### src/tws_consts.svh
// Register offsets, field positions, reset values and status codes for the two-wire slave
`ifndef TWS_CONSTS_SVH
`define TWS_CONSTS_SVH
`define TWS_OFF_ADDR 12'h000
`define TWS_OFF_CTRL 12'h004
`define TWS_OFF_STAT 12'h008
`define TWS_OFF_DATA 12'h00C
`define TWS_OFF_PWR 12'h010
`define TWS_C_INT 7
`define TWS_C_EA 6
`define TWS_C_STA 5
`define TWS_C_STO 4
`define TWS_C_WC 3
`define TWS_C_EN 2
`define TWS_C_IE 0
`define TWS_ADDR_RST 8'h00
`define TWS_CTRL_RST 8'h00
`define TWS_DATA_RST 8'hFF
`define TWS_ST_SRX_ADR 8'h60
`define TWS_ST_SRX_ALADR 8'h68
`define TWS_ST_GC_ADR 8'h70
`define TWS_ST_GC_ALADR 8'h78
`define TWS_ST_SRX_ACK 8'h80
`define TWS_ST_SRX_NACK 8'h88
`define TWS_ST_GC_ACK 8'h90
`define TWS_ST_GC_NACK 8'h98
`define TWS_ST_STOP 8'hA0
`define TWS_ST_STX_ADR 8'hA8
`define TWS_ST_STX_ALADR 8'hB0
`define TWS_ST_STX_ACK 8'hB8
`define TWS_ST_STX_NACK 8'hC0
`define TWS_ST_STX_LAST 8'hC8
`define TWS_ST_IDLE 8'hF8
`define TWS_GC_ADDR 7'h00
`endif

### src/tws_pkg.sv
// Types for the two-wire slave block
`default_nettype none
package tws_pkg;
   // Link byte engine phases
   typedef enum logic [6:0] {
      TWS_IDLE = 7'b0000001,
      TWS_ADDR = 7'b0000010,
      TWS_RXB = 7'b0000100,
      TWS_RACK = 7'b0001000,
      TWS_TXB = 7'b0010000,
      TWS_TACK = 7'b0100000,
      TWS_HOLD = 7'b1000000
   } tws_phase_t;
   // Synchronised bus pins
   typedef struct packed {
      logic scl;
      logic sda;
   } tws_pins_t;
   // APB request group
   typedef struct packed {
      logic sel;
      logic en;
      logic wr;
      logic [11:0] addr;
      logic [31:0] wdata;
   } tws_apb_req_t;
endpackage : tws_pkg
`default_nettype wire

### src/tws_slave.sv
// Two-wire slave receiver/transmitter with APB register access
//
// Design decisions made here: the address map and the APB slave port.
`include "tws_consts.svh"
`default_nettype none
module tws_slave
   import tws_pkg::*;
(
   input wire logic clk,
   input wire logic rst_b,
   input wire logic psel,
   input wire logic penable,
   input wire logic pwrite,
   input wire logic [11:0] paddr,
   input wire logic [31:0] pwdata,
   output logic [31:0] prdata,
   output logic pready,
   output logic pslverr,
   input wire logic scl_i,
   input wire logic sda_i,
   output logic scl_o,
   output logic scl_oe,
   output logic sda_o,
   output logic sda_oe,
   input wire logic sleep_req,
   input wire logic arb_lost,
   output logic wake_req,
   output logic start_pending
);
   ////////////////////////////////////////////////////////////////////////////
   // Pin synchronisers; first stage read only by the second
   tws_pins_t s1_q, s2_q, s3_q;
   always_ff @(posedge clk or negedge rst_b) begin
      if (!rst_b) begin
         s1_q <= 2'b11;
         s2_q <= 2'b11;
         s3_q <= 2'b11;
      end else begin
         s1_q <= '{scl: scl_i, sda: sda_i};
         s2_q <= s1_q;
         s3_q <= s2_q;
      end
   end
   logic scl_rise, scl_fall, start_det, stop_det;
   assign scl_rise = s2_q.scl & ~s3_q.scl;
   assign scl_fall = ~s2_q.scl & s3_q.scl;
   assign start_det = s2_q.scl & s3_q.scl & s3_q.sda & ~s2_q.sda;
   assign stop_det = s2_q.scl & s3_q.scl & ~s3_q.sda & s2_q.sda;

   ////////////////////////////////////////////////////////////////////////////
   // Register and link state
   tws_apb_req_t req;
   assign req = '{sel: psel, en: penable, wr: pwrite, addr: paddr, wdata: pwdata};
   logic [7:0] addr_q, addr_d, ctrl_q, ctrl_d, stat_q, stat_d;
   logic [7:0] data_q, data_d, sh_q, sh_d;
   logic [2:0] cnt_q, cnt_d;
   logic gc_q, gc_d, tx_q, tx_d, last_q, last_d, ign_q, ign_d, sda_q, sda_d, addr_ok_q;
   logic addr_ok_d, drv_q, drv_d, wake_q, wake_d, sta_q, sta_d;
   logic [31:0] rd_q, rd_d;
   logic rdy_q, rdy_d, err_q, err_d;
   tws_phase_t ph_q, ph_d;

   // Own-address or enabled general-call match on a 7-bit address
   function automatic logic addr_hit(input logic [6:0] a, input logic [7:0] own,
                                     input logic ea);
      addr_hit = ea & ((a == own[7:1]) | ((a == `TWS_GC_ADDR) & own[0]));
   endfunction : addr_hit

   logic access, wr_ctrl, flag_clr, flag_set;
   logic [7:0] set_code;
   assign access = req.sel & req.en & ~rdy_q;
   assign wr_ctrl = access & req.wr & (req.addr == `TWS_OFF_CTRL);
   assign flag_clr = wr_ctrl & req.wdata[`TWS_C_INT];

   ////////////////////////////////////////////////////////////////////////////
   // Link byte engine
   always_comb begin
      ph_d = ph_q;
      sh_d = sh_q;
      cnt_d = cnt_q;
      gc_d = gc_q;
      tx_d = tx_q;
      last_d = last_q;
      ign_d = ign_q;
      sda_d = sda_q;
      addr_ok_d = addr_ok_q;
      data_d = data_q;
      flag_set = 1'b0;
      set_code = `TWS_ST_IDLE;
      if (!ctrl_q[`TWS_C_EN]) begin
         ph_d = TWS_IDLE;
         sda_d = 1'b0;
         addr_ok_d = 1'b0;
      end else if (stop_det | start_det) begin
         // Stop or restart ends any addressed transfer
         if (addr_ok_q & ~ctrl_q[`TWS_C_INT] & ~tx_q) begin
            flag_set = 1'b1;
            set_code = `TWS_ST_STOP;
         end
         addr_ok_d = 1'b0;
         sda_d = 1'b0;
         ign_d = 1'b0;
         ph_d = start_det ? TWS_ADDR : TWS_IDLE;
         cnt_d = 3'h0;
      end else begin
         unique case (ph_q)
            TWS_IDLE: ;
            TWS_ADDR, TWS_RXB: if (scl_rise) begin
               sh_d = {sh_q[6:0], s2_q.sda};
               cnt_d = cnt_q + 3'h1;
               if (cnt_q == 3'h7) ph_d = (ph_q == TWS_ADDR) ? TWS_HOLD : TWS_RACK;
            end
            TWS_HOLD: if (scl_fall) begin
               // Address byte complete: decide at the eighth clock's low edge
               if (addr_hit(sh_q[7:1], addr_q, ctrl_q[`TWS_C_EA]) & ~ctrl_q[`TWS_C_INT]) begin
                  addr_ok_d = 1'b1;
                  gc_d = (sh_q[7:1] == `TWS_GC_ADDR);
                  tx_d = sh_q[0] & ~gc_d;
                  sda_d = 1'b1;
                  ph_d = TWS_RACK;
                  flag_set = 1'b1;
                  if (tx_d) set_code = arb_lost ? `TWS_ST_STX_ALADR : `TWS_ST_STX_ADR;
                  else if (gc_d) set_code = arb_lost ? `TWS_ST_GC_ALADR : `TWS_ST_GC_ADR;
                  else set_code = arb_lost ? `TWS_ST_SRX_ALADR : `TWS_ST_SRX_ADR;
               end else ph_d = TWS_IDLE; // Not ours; keep watching
            end
            TWS_RACK: if (tx_q & ~sda_q & addr_ok_q & ~ctrl_q[`TWS_C_INT]) begin
               // Flag cleared after an acked byte: the freshly loaded byte goes out
               cnt_d = 3'h0;
               ph_d = TWS_TXB;
               sh_d = data_q;
               last_d = ~ctrl_q[`TWS_C_EA];
               sda_d = ~data_q[7];
            end else if (scl_fall) begin
               if (sda_q) begin
                  // Ack bit finished: start next byte
                  sda_d = 1'b0;
                  cnt_d = 3'h0;
                  ph_d = tx_q ? TWS_TXB : TWS_RXB;
                  sh_d = data_q;
                  last_d = ~ctrl_q[`TWS_C_EA];
                  if (tx_q) sda_d = ~data_q[7];
               end else if (addr_ok_q & ~tx_q & ~ign_q) begin
                  // Received byte: ack per enable, hand to software
                  data_d = sh_q;
                  sda_d = ctrl_q[`TWS_C_EA];
                  flag_set = 1'b1;
                  set_code = gc_q ? (ctrl_q[`TWS_C_EA] ? `TWS_ST_GC_ACK : `TWS_ST_GC_NACK)
                                  : (ctrl_q[`TWS_C_EA] ? `TWS_ST_SRX_ACK : `TWS_ST_SRX_NACK);
                  // Not-acked byte leaves the addressed state, so a later stop sets no A0
                  if (!ctrl_q[`TWS_C_EA]) begin
                     ign_d = 1'b1;
                     addr_ok_d = 1'b0;
                  end
                  cnt_d = 3'h0;
                  ph_d = ctrl_q[`TWS_C_EA] ? TWS_RACK : TWS_RXB;
               end else ph_d = TWS_IDLE;
            end
            TWS_TXB: if (scl_fall) begin
               cnt_d = cnt_q + 3'h1;
               sh_d = {sh_q[6:0], 1'b1};
               sda_d = ~sh_q[6];
               if (cnt_q == 3'h7) begin
                  sda_d = 1'b0;
                  ph_d = TWS_TACK;
               end
            end
            TWS_TACK: if (scl_fall) begin
               // Judged at the low edge: a stretch raised while high would cut the clock
               flag_set = 1'b1;
               ph_d = TWS_RACK;
               sda_d = 1'b0;
               if (s2_q.sda) begin
                  set_code = `TWS_ST_STX_NACK;
                  addr_ok_d = 1'b0;
               end else if (last_q) begin
                  set_code = `TWS_ST_STX_LAST;
                  addr_ok_d = 1'b0;
               end else set_code = `TWS_ST_STX_ACK;
               if (s2_q.sda | last_q) ph_d = TWS_IDLE; // Master reads all ones now
            end
            default: ph_d = TWS_IDLE;
         endcase
      end
      if (access & req.wr & (req.addr == `TWS_OFF_DATA)) data_d = req.wdata[7:0];
   end

   ////////////////////////////////////////////////////////////////////////////
   // Registers, status and clock stretch
   always_comb begin
      addr_d = addr_q;
      ctrl_d = ctrl_q;
      stat_d = stat_q;
      drv_d = ctrl_q[`TWS_C_INT] & addr_ok_q; // Hold SCL while software works
      wake_d = wake_q;
      sta_d = sta_q;
      rd_d = 32'h0000_0000;
      rdy_d = access;
      err_d = 1'b0;
      if (access & req.wr) begin
         unique case (req.addr)
            `TWS_OFF_ADDR: addr_d = req.wdata[7:0];
            `TWS_OFF_CTRL: ctrl_d = {ctrl_q[7], req.wdata[6:4], ctrl_q[3], req.wdata[2:0]};
            `TWS_OFF_DATA: ctrl_d[`TWS_C_WC] = ctrl_q[`TWS_C_INT];
            `TWS_OFF_STAT, `TWS_OFF_PWR: ;
            default: err_d = 1'b1;
         endcase
      end else if (access) begin
         unique case (req.addr)
            `TWS_OFF_ADDR: rd_d = {24'h00_0000, addr_q};
            `TWS_OFF_CTRL: rd_d = {24'h00_0000, ctrl_q};
            `TWS_OFF_STAT: rd_d = {24'h00_0000, stat_q}; // Prescaler bits read zero
            `TWS_OFF_DATA: rd_d = {24'h00_0000, data_q};
            `TWS_OFF_PWR: rd_d = {30'h0000_0000, wake_q, sta_q};
            default: err_d = 1'b1;
         endcase
      end
      if (flag_clr) begin
         ctrl_d[`TWS_C_INT] = 1'b0;
         stat_d = `TWS_ST_IDLE;
         wake_d = 1'b0;
         if (!addr_ok_q) sta_d = ctrl_d[`TWS_C_STA]; // Start when bus frees
      end
      // Set wins over a same-cycle clear
      if (flag_set) begin
         ctrl_d[`TWS_C_INT] = 1'b1;
         stat_d = set_code;
         if (sleep_req) wake_d = 1'b1;
      end
      if (stop_det) sta_d = 1'b0;
   end

   always_ff @(posedge clk or negedge rst_b) begin
      if (!rst_b) begin
         ph_q <= TWS_IDLE;
         addr_q <= `TWS_ADDR_RST;
         ctrl_q <= `TWS_CTRL_RST;
         stat_q <= `TWS_ST_IDLE;
         data_q <= `TWS_DATA_RST;
         sh_q <= 8'h00;
         cnt_q <= 3'h0;
         gc_q <= 1'b0;
         tx_q <= 1'b0;
         last_q <= 1'b0;
         ign_q <= 1'b0;
         sda_q <= 1'b0;
         addr_ok_q <= 1'b0;
         drv_q <= 1'b0;
         wake_q <= 1'b0;
         sta_q <= 1'b0;
         rd_q <= 32'h0000_0000;
         rdy_q <= 1'b0;
         err_q <= 1'b0;
      end else begin
         ph_q <= ph_d;
         addr_q <= addr_d;
         ctrl_q <= ctrl_d;
         stat_q <= stat_d;
         data_q <= data_d;
         sh_q <= sh_d;
         cnt_q <= cnt_d;
         gc_q <= gc_d;
         tx_q <= tx_d;
         last_q <= last_d;
         ign_q <= ign_d;
         sda_q <= sda_d;
         addr_ok_q <= addr_ok_d;
         drv_q <= drv_d;
         wake_q <= wake_d;
         sta_q <= sta_d;
         rd_q <= rd_d;
         rdy_q <= rdy_d;
         err_q <= err_d;
      end
   end

   // Open-drain outputs: only ever pull low
   assign scl_o = 1'b0;
   assign sda_o = 1'b0;
   assign scl_oe = drv_q;
   assign sda_oe = sda_q;
   assign prdata = rd_q;
   assign pready = rdy_q;
   assign pslverr = err_q;
   assign wake_req = wake_q;
   assign start_pending = sta_q;
endmodule : tws_slave
`default_nettype wire

### config.mk
export PLATFORM = sky130hd
export DESIGN_NAME = tws_slave
export DESIGN_NICKNAME = d
export VERILOG_FILES = /design/src/tws_pkg.sv /design/src/tws_slave.sv
export VERILOG_INCLUDE_DIRS = /design/src
export SDC_FILE = /design/constraint.sdc
export NUM_CORES = 1
export LEC_CHECK = 0
export BUFFER_PORTS_ARGS = -buffer_cell sky130_fd_sc_hd__clkbuf_2
export CAP_MARGIN = 25
export CORE_UTILIZATION = 30
export CTS_CLUSTER_SIZE = 8
export DETAILED_ROUTE_END_ITERATION = 10
export PLACE_DENSITY = 0.45
export SYNTH_ARGS = -nofsm -noshare
export SYNTH_HDL_FRONTEND = slang
export SYNTH_SLANG_ARGS = --single-unit
### constraint.sdc
create_clock -name clk -period 5 [get_ports clk]
set_input_delay 1 -clock clk [delete_from_list [all_inputs] [get_ports clk]]
set_output_delay 1 -clock clk [all_outputs]
set_load 0.02 [all_outputs]
## Yosys cells after proc, flatten, opt, wreduce, memory -nomap -nowiden

Index checks and enable logic that the tools add are counted.

- Register bits after elaboration: 99
- Input port bits: 53
- Output and inout bits: 40
- Logic and storage cells: 273

- Add/subtract/negate cells: 1
- Eq/ne operators: 45
- Multiplexer cells: 127
- Bitwise operators: 42
- Reductions and logical operators: 30

Operator list:

| cell | count |
|---|---|
| two-way mux 8 bit | 23 |
| two-way mux 7 bit | 19 |
| two-way mux 1 bit | 54 |
| != test 4 bit (second input constant) | 13 |
| one-hot mux 8 bit (3 select lines) | 2 |
| one-hot mux 7 bit (6 select lines) | 1 |
| one-hot mux 8 bit (5 select lines) | 1 |
| two-way mux 4 bit | 8 |
| two-way mux 3 bit | 9 |
| bitwise AND 1 bit | 25 |
| two-way mux 5 bit | 5 |
| == test 12 x 4 -> 1 bit (second input constant) | 2 |
| nonzero test 2 bit | 11 |
| AND reduction 7 bit | 3 |
| != test 3 bit (second input constant) | 5 |
| != test 5 bit (second input constant) | 3 |
| NOT 1 bit | 14 |
| == test 12 x 3 -> 1 bit (second input constant) | 1 |
| == test 12 x 5 -> 1 bit (second input constant) | 1 |
| zero test 12 bit | 1 |
| AND reduction 6 bit | 2 |
| != test 2 x 1 -> 1 bit (second input constant) | 5 |
| AND reduction 10 bit | 1 |
| AND reduction 5 bit | 2 |
| 25 further kinds | 34 |

## Logic depth before layout (Yosys ltp)

Gate-level depths: netlist of run 1.

- Depth in word-level cells: 11
- Depth in mapped cells: 9
- Mapped depth without buffers: 8

## Worst setup path after synthesis of run 1

OpenSTA, ideal clock, no wires.

- Path kind: input to register
- From: input port paddr[7]
- To: register addr_q[0]
- Library setup time: 0.125 ns
- Arrival: 2.522 ns
- Required time: 4.875 ns
- Slack: 2.354 ns
- Cell stages on the path: 6
- Buffers on the path: 1
- Cells stage by stage: nor4_2 -> nand3_1 -> or3_1 -> or3_1 -> buf_2 -> mux2_2

- Cells in the longest elaborated chain, start to end: 2

Ends and longest elaborated chain:

| item | line | text |
|---|---|---|
| start: declaration | tws_slave.sv:14 | `input wire logic [11:0] paddr,` |
| zero test 12 bit | tws_slave.sv:201 | `unique case (req.addr)` |
| AND reduction 2 bit (no line) | -- |  |
| end signal: assignment | tws_slave.sv:236 | `` addr_q <= `TWS_ADDR_RST; `` |
| end signal: assignment | tws_slave.sv:256 | `addr_q <= addr_d;` |
| end: declaration | tws_slave.sv:54 | `logic [7:0] addr_q, addr_d, ctrl_q, ctrl_d, stat_q, stat_d;` |

No other way between the ends.
A chain may end at the register's enable or synchronous reset.

## Final worst setup path of run 1

- From: register ph_q[5]
- To: register data_q[7]

- Cells in the longest elaborated chain, start to end: 3

Ends and longest elaborated chain:

| item | line | text |
|---|---|---|
| start: declaration | tws_slave.sv:61 | `tws_phase_t ph_q, ph_d;` |
| start signal: assignment | tws_slave.sv:255 | `ph_q <= ph_d;` |
| == test 7 x 4 -> 1 bit | tws_slave.sv:106 | `unique case (ph_q)` |
| nonzero test 2 bit (no line) | -- |  |
| AND reduction 7 bit (no line) | -- |  |
| end signal: assignment | tws_slave.sv:239 | `` data_q <= `TWS_DATA_RST; `` |
| end signal: assignment | tws_slave.sv:259 | `data_q <= data_d;` |
| end: declaration | tws_slave.sv:55 | `logic [7:0] data_q, data_d, sh_q, sh_d;` |

No other way between the ends.

==> metrics, run 1 <==
status complete, no violations; first-pass GRT wire length 17.9 mm; Critical Path Source Type flop; CP Capture Type flop; Placer Congestion 0.892; Hold WC Path Type reg -> reg; Longest Clk Path Bufs 2; fmax 0.333 GHz; CP max-delay cell and2_1; slew of the pin with the lowest slew margin 1000 ps; Yosys cell types 68; Relative slew margins 33.1%; WS Path Type reg -> reg; worst-path cell chain nor3_2, and2_1, nand3_1, o21ai_2, nor2_1, a21oi_1; clock slew at reported path FFs 60 ps; CTS Root Cell clkbuf_16; P per Cell Area 271 mW/mm^2; Clock Latency Late Sink 330 ps; CTS Hold Bufs 0; final setup fails 0; Yosys top cell by area dfrtp_1; TritonCTS clock tree built; row cnt 43; Final period util 60.0%; post-DP HPWL 8.05 mm; Vias/cell 5.03; Num CTS Buffers 9; die height 121 microns; mux cell area share after synthesis 11.8%; vias in the first global route 3154; crit-path max cell delay 700 ps; Setup WS post-layout 2000 ps; simple-gate share of the synthesized area 19.0%; post-place setup slack 1800 ps; synthesized area per cell 10.2 sq um; initial core utilization 30.8%; GR Overflow Total 0; post-CTS setup buffers 0; worst vdd ir 0.125 mV; Seq/Total Area, Yosys 42.8%; die area 0.0147 sq mm; CP arrival 3260 ps; layout cells sized above 1 26.1%; Final nets 510; LEAKAGE 2.17 nW; drt first-iter violations 178; top post-synthesis cells by count dfrtp_1 (52), nor2_1 (36), nand2_1 (31); P&R area growth vs syn 13.4%; core footprint 0.0139 sq mm; Via Count 3220; top cell type's share of synthesized area 30.5%; ys async rst share 100%; routed length per instance 17.6 microns; I/O pin cnt 93; DRT Pass-1 Iters 5; CTS sink count 72; crit-path leading delay family simple AND/OR/NAND/NOR gates; Die X 121 microns; DRC Markers 0; WP data required 5260 ps; Compound-Gate Fraction of Synth Area 15.5%; Ant. Diodes 0; #FFs+latches synth 72; dominant cells by area after synthesis dfrtp_1 (30%), dfstp_2 (12%), buf_4 (4.9%); fin crit period 3000 ps; largest net degree at the start of global routing 73; IO Port Bufs 42; Synth warnings 0; H-tree Lvls 3; most common cell in the netlist dfrtp_1; post-synthesis adder-cell area fraction 0.586%; Setup Total Neg Slack 0 ps; # Max-Cap Violations 0; Post-Syn Area 0.00427 sq mm; fill cell count 1419; dominant synthesized flop cell dfrtp_1; XOR/XNOR Fraction of Synth Area 2.05%; Syn Inst Count 419; clock skew 4.19 ps; final hold violations 0; Post-synth EDFFs 0; CTS resizes 0; Routed Antenna Nets 0; antenna violations before repair 0; largest family of logic cells by synthesized area simple AND/OR/NAND/NOR gates; routed wire length 11.2 mm; Crit path buffers/inverters 0; RSZ-0062 raised after global routing no; crit-path max FO 18; gr usage total 16.2%; Slew Viols, Final 0
cell usage in the layout, fill, tap and decap left out, types with 5 or more instances in the layout:
| master | count |
|---|---|
| inv_1 | 11 |
| o21ai_0 | 17 |
| mux4_2 | 5 |
| mux2_2 | 17 |
| a21oi_1 | 22 |
| clkbuf_2 | 41 |
| nand2b_1 | 9 |
| a31oi_1 | 11 |
| clkbuf_16 | 9 |
| dfrtp_1 | 52 |
| nand2_1 | 31 |
| nor3_1 | 5 |
| and2_1 | 6 |
| xor2_1 | 9 |
| nor2_1 | 36 |
| conb_1 | 26 |
| and3_1 | 5 |
| mux2i_1 | 20 |
| dfstp_2 | 20 |
| nand3_1 | 8 |
| nor2b_1 | 9 |
per-layer routing:
metal	track usage [%]	vias up	part of all wire (%)
met4	4.09	0	1.1
met3	3.10	8	3.9
li1	-	1546	-
met1	23.3	1585	49
met5	0	-	0
met2	24.7	81	46
flip-flops by register name, summed over array words and instances, names as in the netlist:
register       flops
tx_q               1
pslverr            1
ph_q               7
s2_q               2
s3_q               2
sh_q               8
wake_req           1
sda_oe             1
stat_q             5
ctrl_q             8
pready             1
addr_q             8
start_pending      1
ign_q              1
last_q             1
scl_oe             1
cnt_q              3
prdata             8
data_q             8
gc_q               1
addr_ok_q          1
s1_q               2
kinds of logic after synthesis:
family | Yosys count
AOI/OAI and AO/OA | 92
adders and majority gates | 2
muxes | 42
DFF | 72
and+or+nand+nor | 143
other | 1
buffers and inverters | 57
xor gates and xnor gates | 10
final timing paths:
kind / from / endpoint / slack, ps / depth (start not counted)
worst max register to register: ph_q[5] / data_q[7] / 2000 / 6
min in group asynchronous: rst_b / ph_q[5] / 500 / 1
max in group asynchronous: rst_b / stat_q[7] / 3900 / 2
worst min-delay path: s1_q[0] / s2_q[0] / 360 / 0
worst min register to register: s1_q[0] / s2_q[0] / 360 / 0
worst max-delay path: ph_q[5] / data_q[7] / 2000 / 6
metrics by stage:
| stage | instances | area (sq um) | hold slack, ps | total power, mW | util [%] |
|---|---|---|---|---|---|
| CTS | 639 | 4820 | 356 | 1.33 | 34.7 |
| floorplan | 444 | 4370 | 345 | 0.654 | - |
| finish | 640 | 4840 | 355 | 1.31 | 34.9 |
| detailed placement | 623 | 4520 | 347 | 0.674 | 32.5 |
| global placement | 622 | 4510 | 346 | 0.673 | 32.5 |
| global route | 640 | 4840 | 359 | 1.36 | 34.9 |
cell type report:
class / instances / area, sq um / share of cell area (%)
timing repair buffer: 46 / 263 / 5.42
multi-input combinational: 315 / 2190 / 45.2
inverter: 11 / 41.3 / 0.852
sequential: 72 / 1830 / 37.7
clock buffer: 12 / 246 / 5.09
clock inverter: 4 / 52.6 / 1.08
tap: 180 / 225 / 4.65
worst reg2reg max path: stages (launching register included):
cell and delay [ps]:
dfrtp_1 530, nor3_2 470, and2_1 700, nand3_1 300, o21ai_2 700, nor2_1 80, a21oi_1 150
power breakdown:
part / internal, mW / switching [mW] / total (mW) / leakage, nW
Clock: 0.402 / 0.245 / 0.647 / 0.147
Sequential: 0.589 / 0.00275 / 0.592 / 0.928
Combinational: 0.0203 / 0.0535 / 0.0738 / 1.10
Total: 1.01 / 0.302 / 1.31 / 2.17
Power figures use the tool's default switching activity.
==> run 2, diff against run 1 <==
==> constraint.sdc (replaced) <==
create_clock -name clk -period 2.86 [get_ports clk]
set_input_delay 0.572 -clock clk [delete_from_list [all_inputs] [get_ports clk]]
set_output_delay 0.572 -clock clk [all_outputs]
set_load 0.02 [all_outputs]
==> run 2 against run 1 <==
Effect of this change:
- via count grew 2.0%
- utilization is 0.63 points higher
- wire length is 0.77% higher
- flip-flop and latch count unchanged
- final cell count grew 1.7%
- combinational power is 78% higher
==> metrics, run 2 (same netlist as run 1, synthesis figures left out) <==
largest net degree at the start of global routing 73; Ant. Diodes 0; Relative slew margins 62.9%; DRC Markers 0; first-pass GRT wire length 18.4 mm; DRT Pass-1 Iters 5; GR Overflow Total 0; Via Count 3284; P per Cell Area 469 mW/mm^2; commonest non-fill, non-tap cell in the layout dfrtp_1; Seq. cell area 0.00183 sq mm; crit-path max FO 8; final setup fails 0; routed wire length 11.3 mm; P&R area growth vs syn 15.4%; post-DP HPWL 8.31 mm; CTS Hold Bufs 0; layout cells sized above 1 28.2%; WP data required 3130 ps; WS Path Type reg -> reg; Min Hold Slack 68.4 ps; CTS sink count 72; I/O pin cnt 93; Critical Path Source Type flop; Die X 121 microns; Routed Antenna Nets 0; Clock Latency Late Sink 340 ps; gr usage total 16.6%; clock slew at reported path FFs 60 ps; LEAKAGE 2.22 nW; row cnt 43; Longest Clk Path Bufs 2; Hold WC Path Type in -> async; RSZ-0062 raised after global routing no; Final nets 521; die height 121 microns; CP Capture Type flop; die area 0.0147 sq mm; crit-path max cell delay 510 ps; final hold violations 0; fill cell count 1426; post-CTS setup buffers 0; Setup Total Neg Slack 0 ps; # Max-Cap Violations 0; drt first-iter violations 228; CTS Root Cell clkbuf_16; TritonCTS clock tree built; core footprint 0.0139 sq mm; vias in the first global route 3221; antenna violations before repair 0; H-tree Lvls 3; Final period util 82.4%; fin crit period 2360 ps; worst-path cell chain nor4_1, nand2_1, o32ai_4, a211oi_2, a21oi_4, mux2i_1; CTS resizes 0; fmax 0.424 GHz; initial core utilization 30.8%; most frequent cells in the layout dfrtp_1 (52), clkbuf_2 (41), nor2_1 (36); clock skew 7.81 ps; CP max-delay cell o32ai_4; Placer Congestion 0.855; status complete, no violations; slew of the pin with the lowest slew margin 551 ps; Num CTS Buffers 9; worst vdd ir 0.251 mV; CP arrival 2620 ps; multi-input combinational cell area 0.00219 sq mm; Vias/cell 5.04; Slew Viols, Final 0; routed length per instance 17.4 microns; IO Port Bufs 42
==> run 2: cell types whose count changed in the layout (fill, tap and decap cells not counted) <==
cell | previous run | this run
clkinv_4 | 1 | 0
inv_6 | 1 | 2
clkbuf_1 | 2 | 0
clkinvlp_4 | 0 | 1
clkinv_2 | 1 | 2
buf_4 | 4 | 15
==> run 2: final cells by class <==
class	count	share of cell area [%]
tap	180	4.57
clock buffer	10	4.85
inverter	11	0.837
multi-input combinational	315	44.4
clock inverter	6	1.32
sequential	72	37.0
timing repair buffer	57	7.00
==> run 2: worst max-delay path, delay by kind of cell (launching register included) <==
family | cells | cell delay [ps]
DFF | 1 | 430
muxes | 1 | 230
and+or+nand+nor | 2 | 630
AOI/OAI and AO/OA | 3 | 980
==> run 2: stage by stage <==
stage | utilization (%) | setup slack [ps] | area [sq um] | instances | power (mW)
floorplan | - | 642 | 4370 | 444 | 1.14
global placement | 33.1 | 301 | 4600 | 634 | 1.18
detailed placement | 33.1 | 274 | 4600 | 634 | 1.18
CTS | 35.3 | 504 | 4900 | 650 | 2.35
global route | 35.5 | 317 | 4930 | 651 | 2.40
finish | 35.5 | 504 | 4930 | 651 | 2.31
==> run 2: worst paths after layout <==
path                               from        end  slack [ps]  depth (start not counted)
worst max-delay path            sh_q[3]  stat_q[4]         500                          6
worst min-delay path              rst_b    ph_q[5]          70                          1
worst max register to register  sh_q[3]  stat_q[4]         500                          6
worst min register to register  s1_q[0]    s2_q[0]         360                          0
max in group asynchronous         rst_b  stat_q[3]        2210                          2
min in group clk                  sda_i    s1_q[0]         310                          1
==> run 2: metal layers <==
layer	GRT usage, %	wire length [microns]
met1	24.0	5630
met2	24.6	5020
met3	2.87	452
met4	6.33	212
met5	0	0
==> run 2: power breakdown <==
part	internal, mW	switching (mW)	total (mW)
Clock	0.701	0.444	1.15
Combinational	0.0373	0.0938	0.131
Sequential	1.03	0.00523	1.04
Total	1.77	0.543	2.31
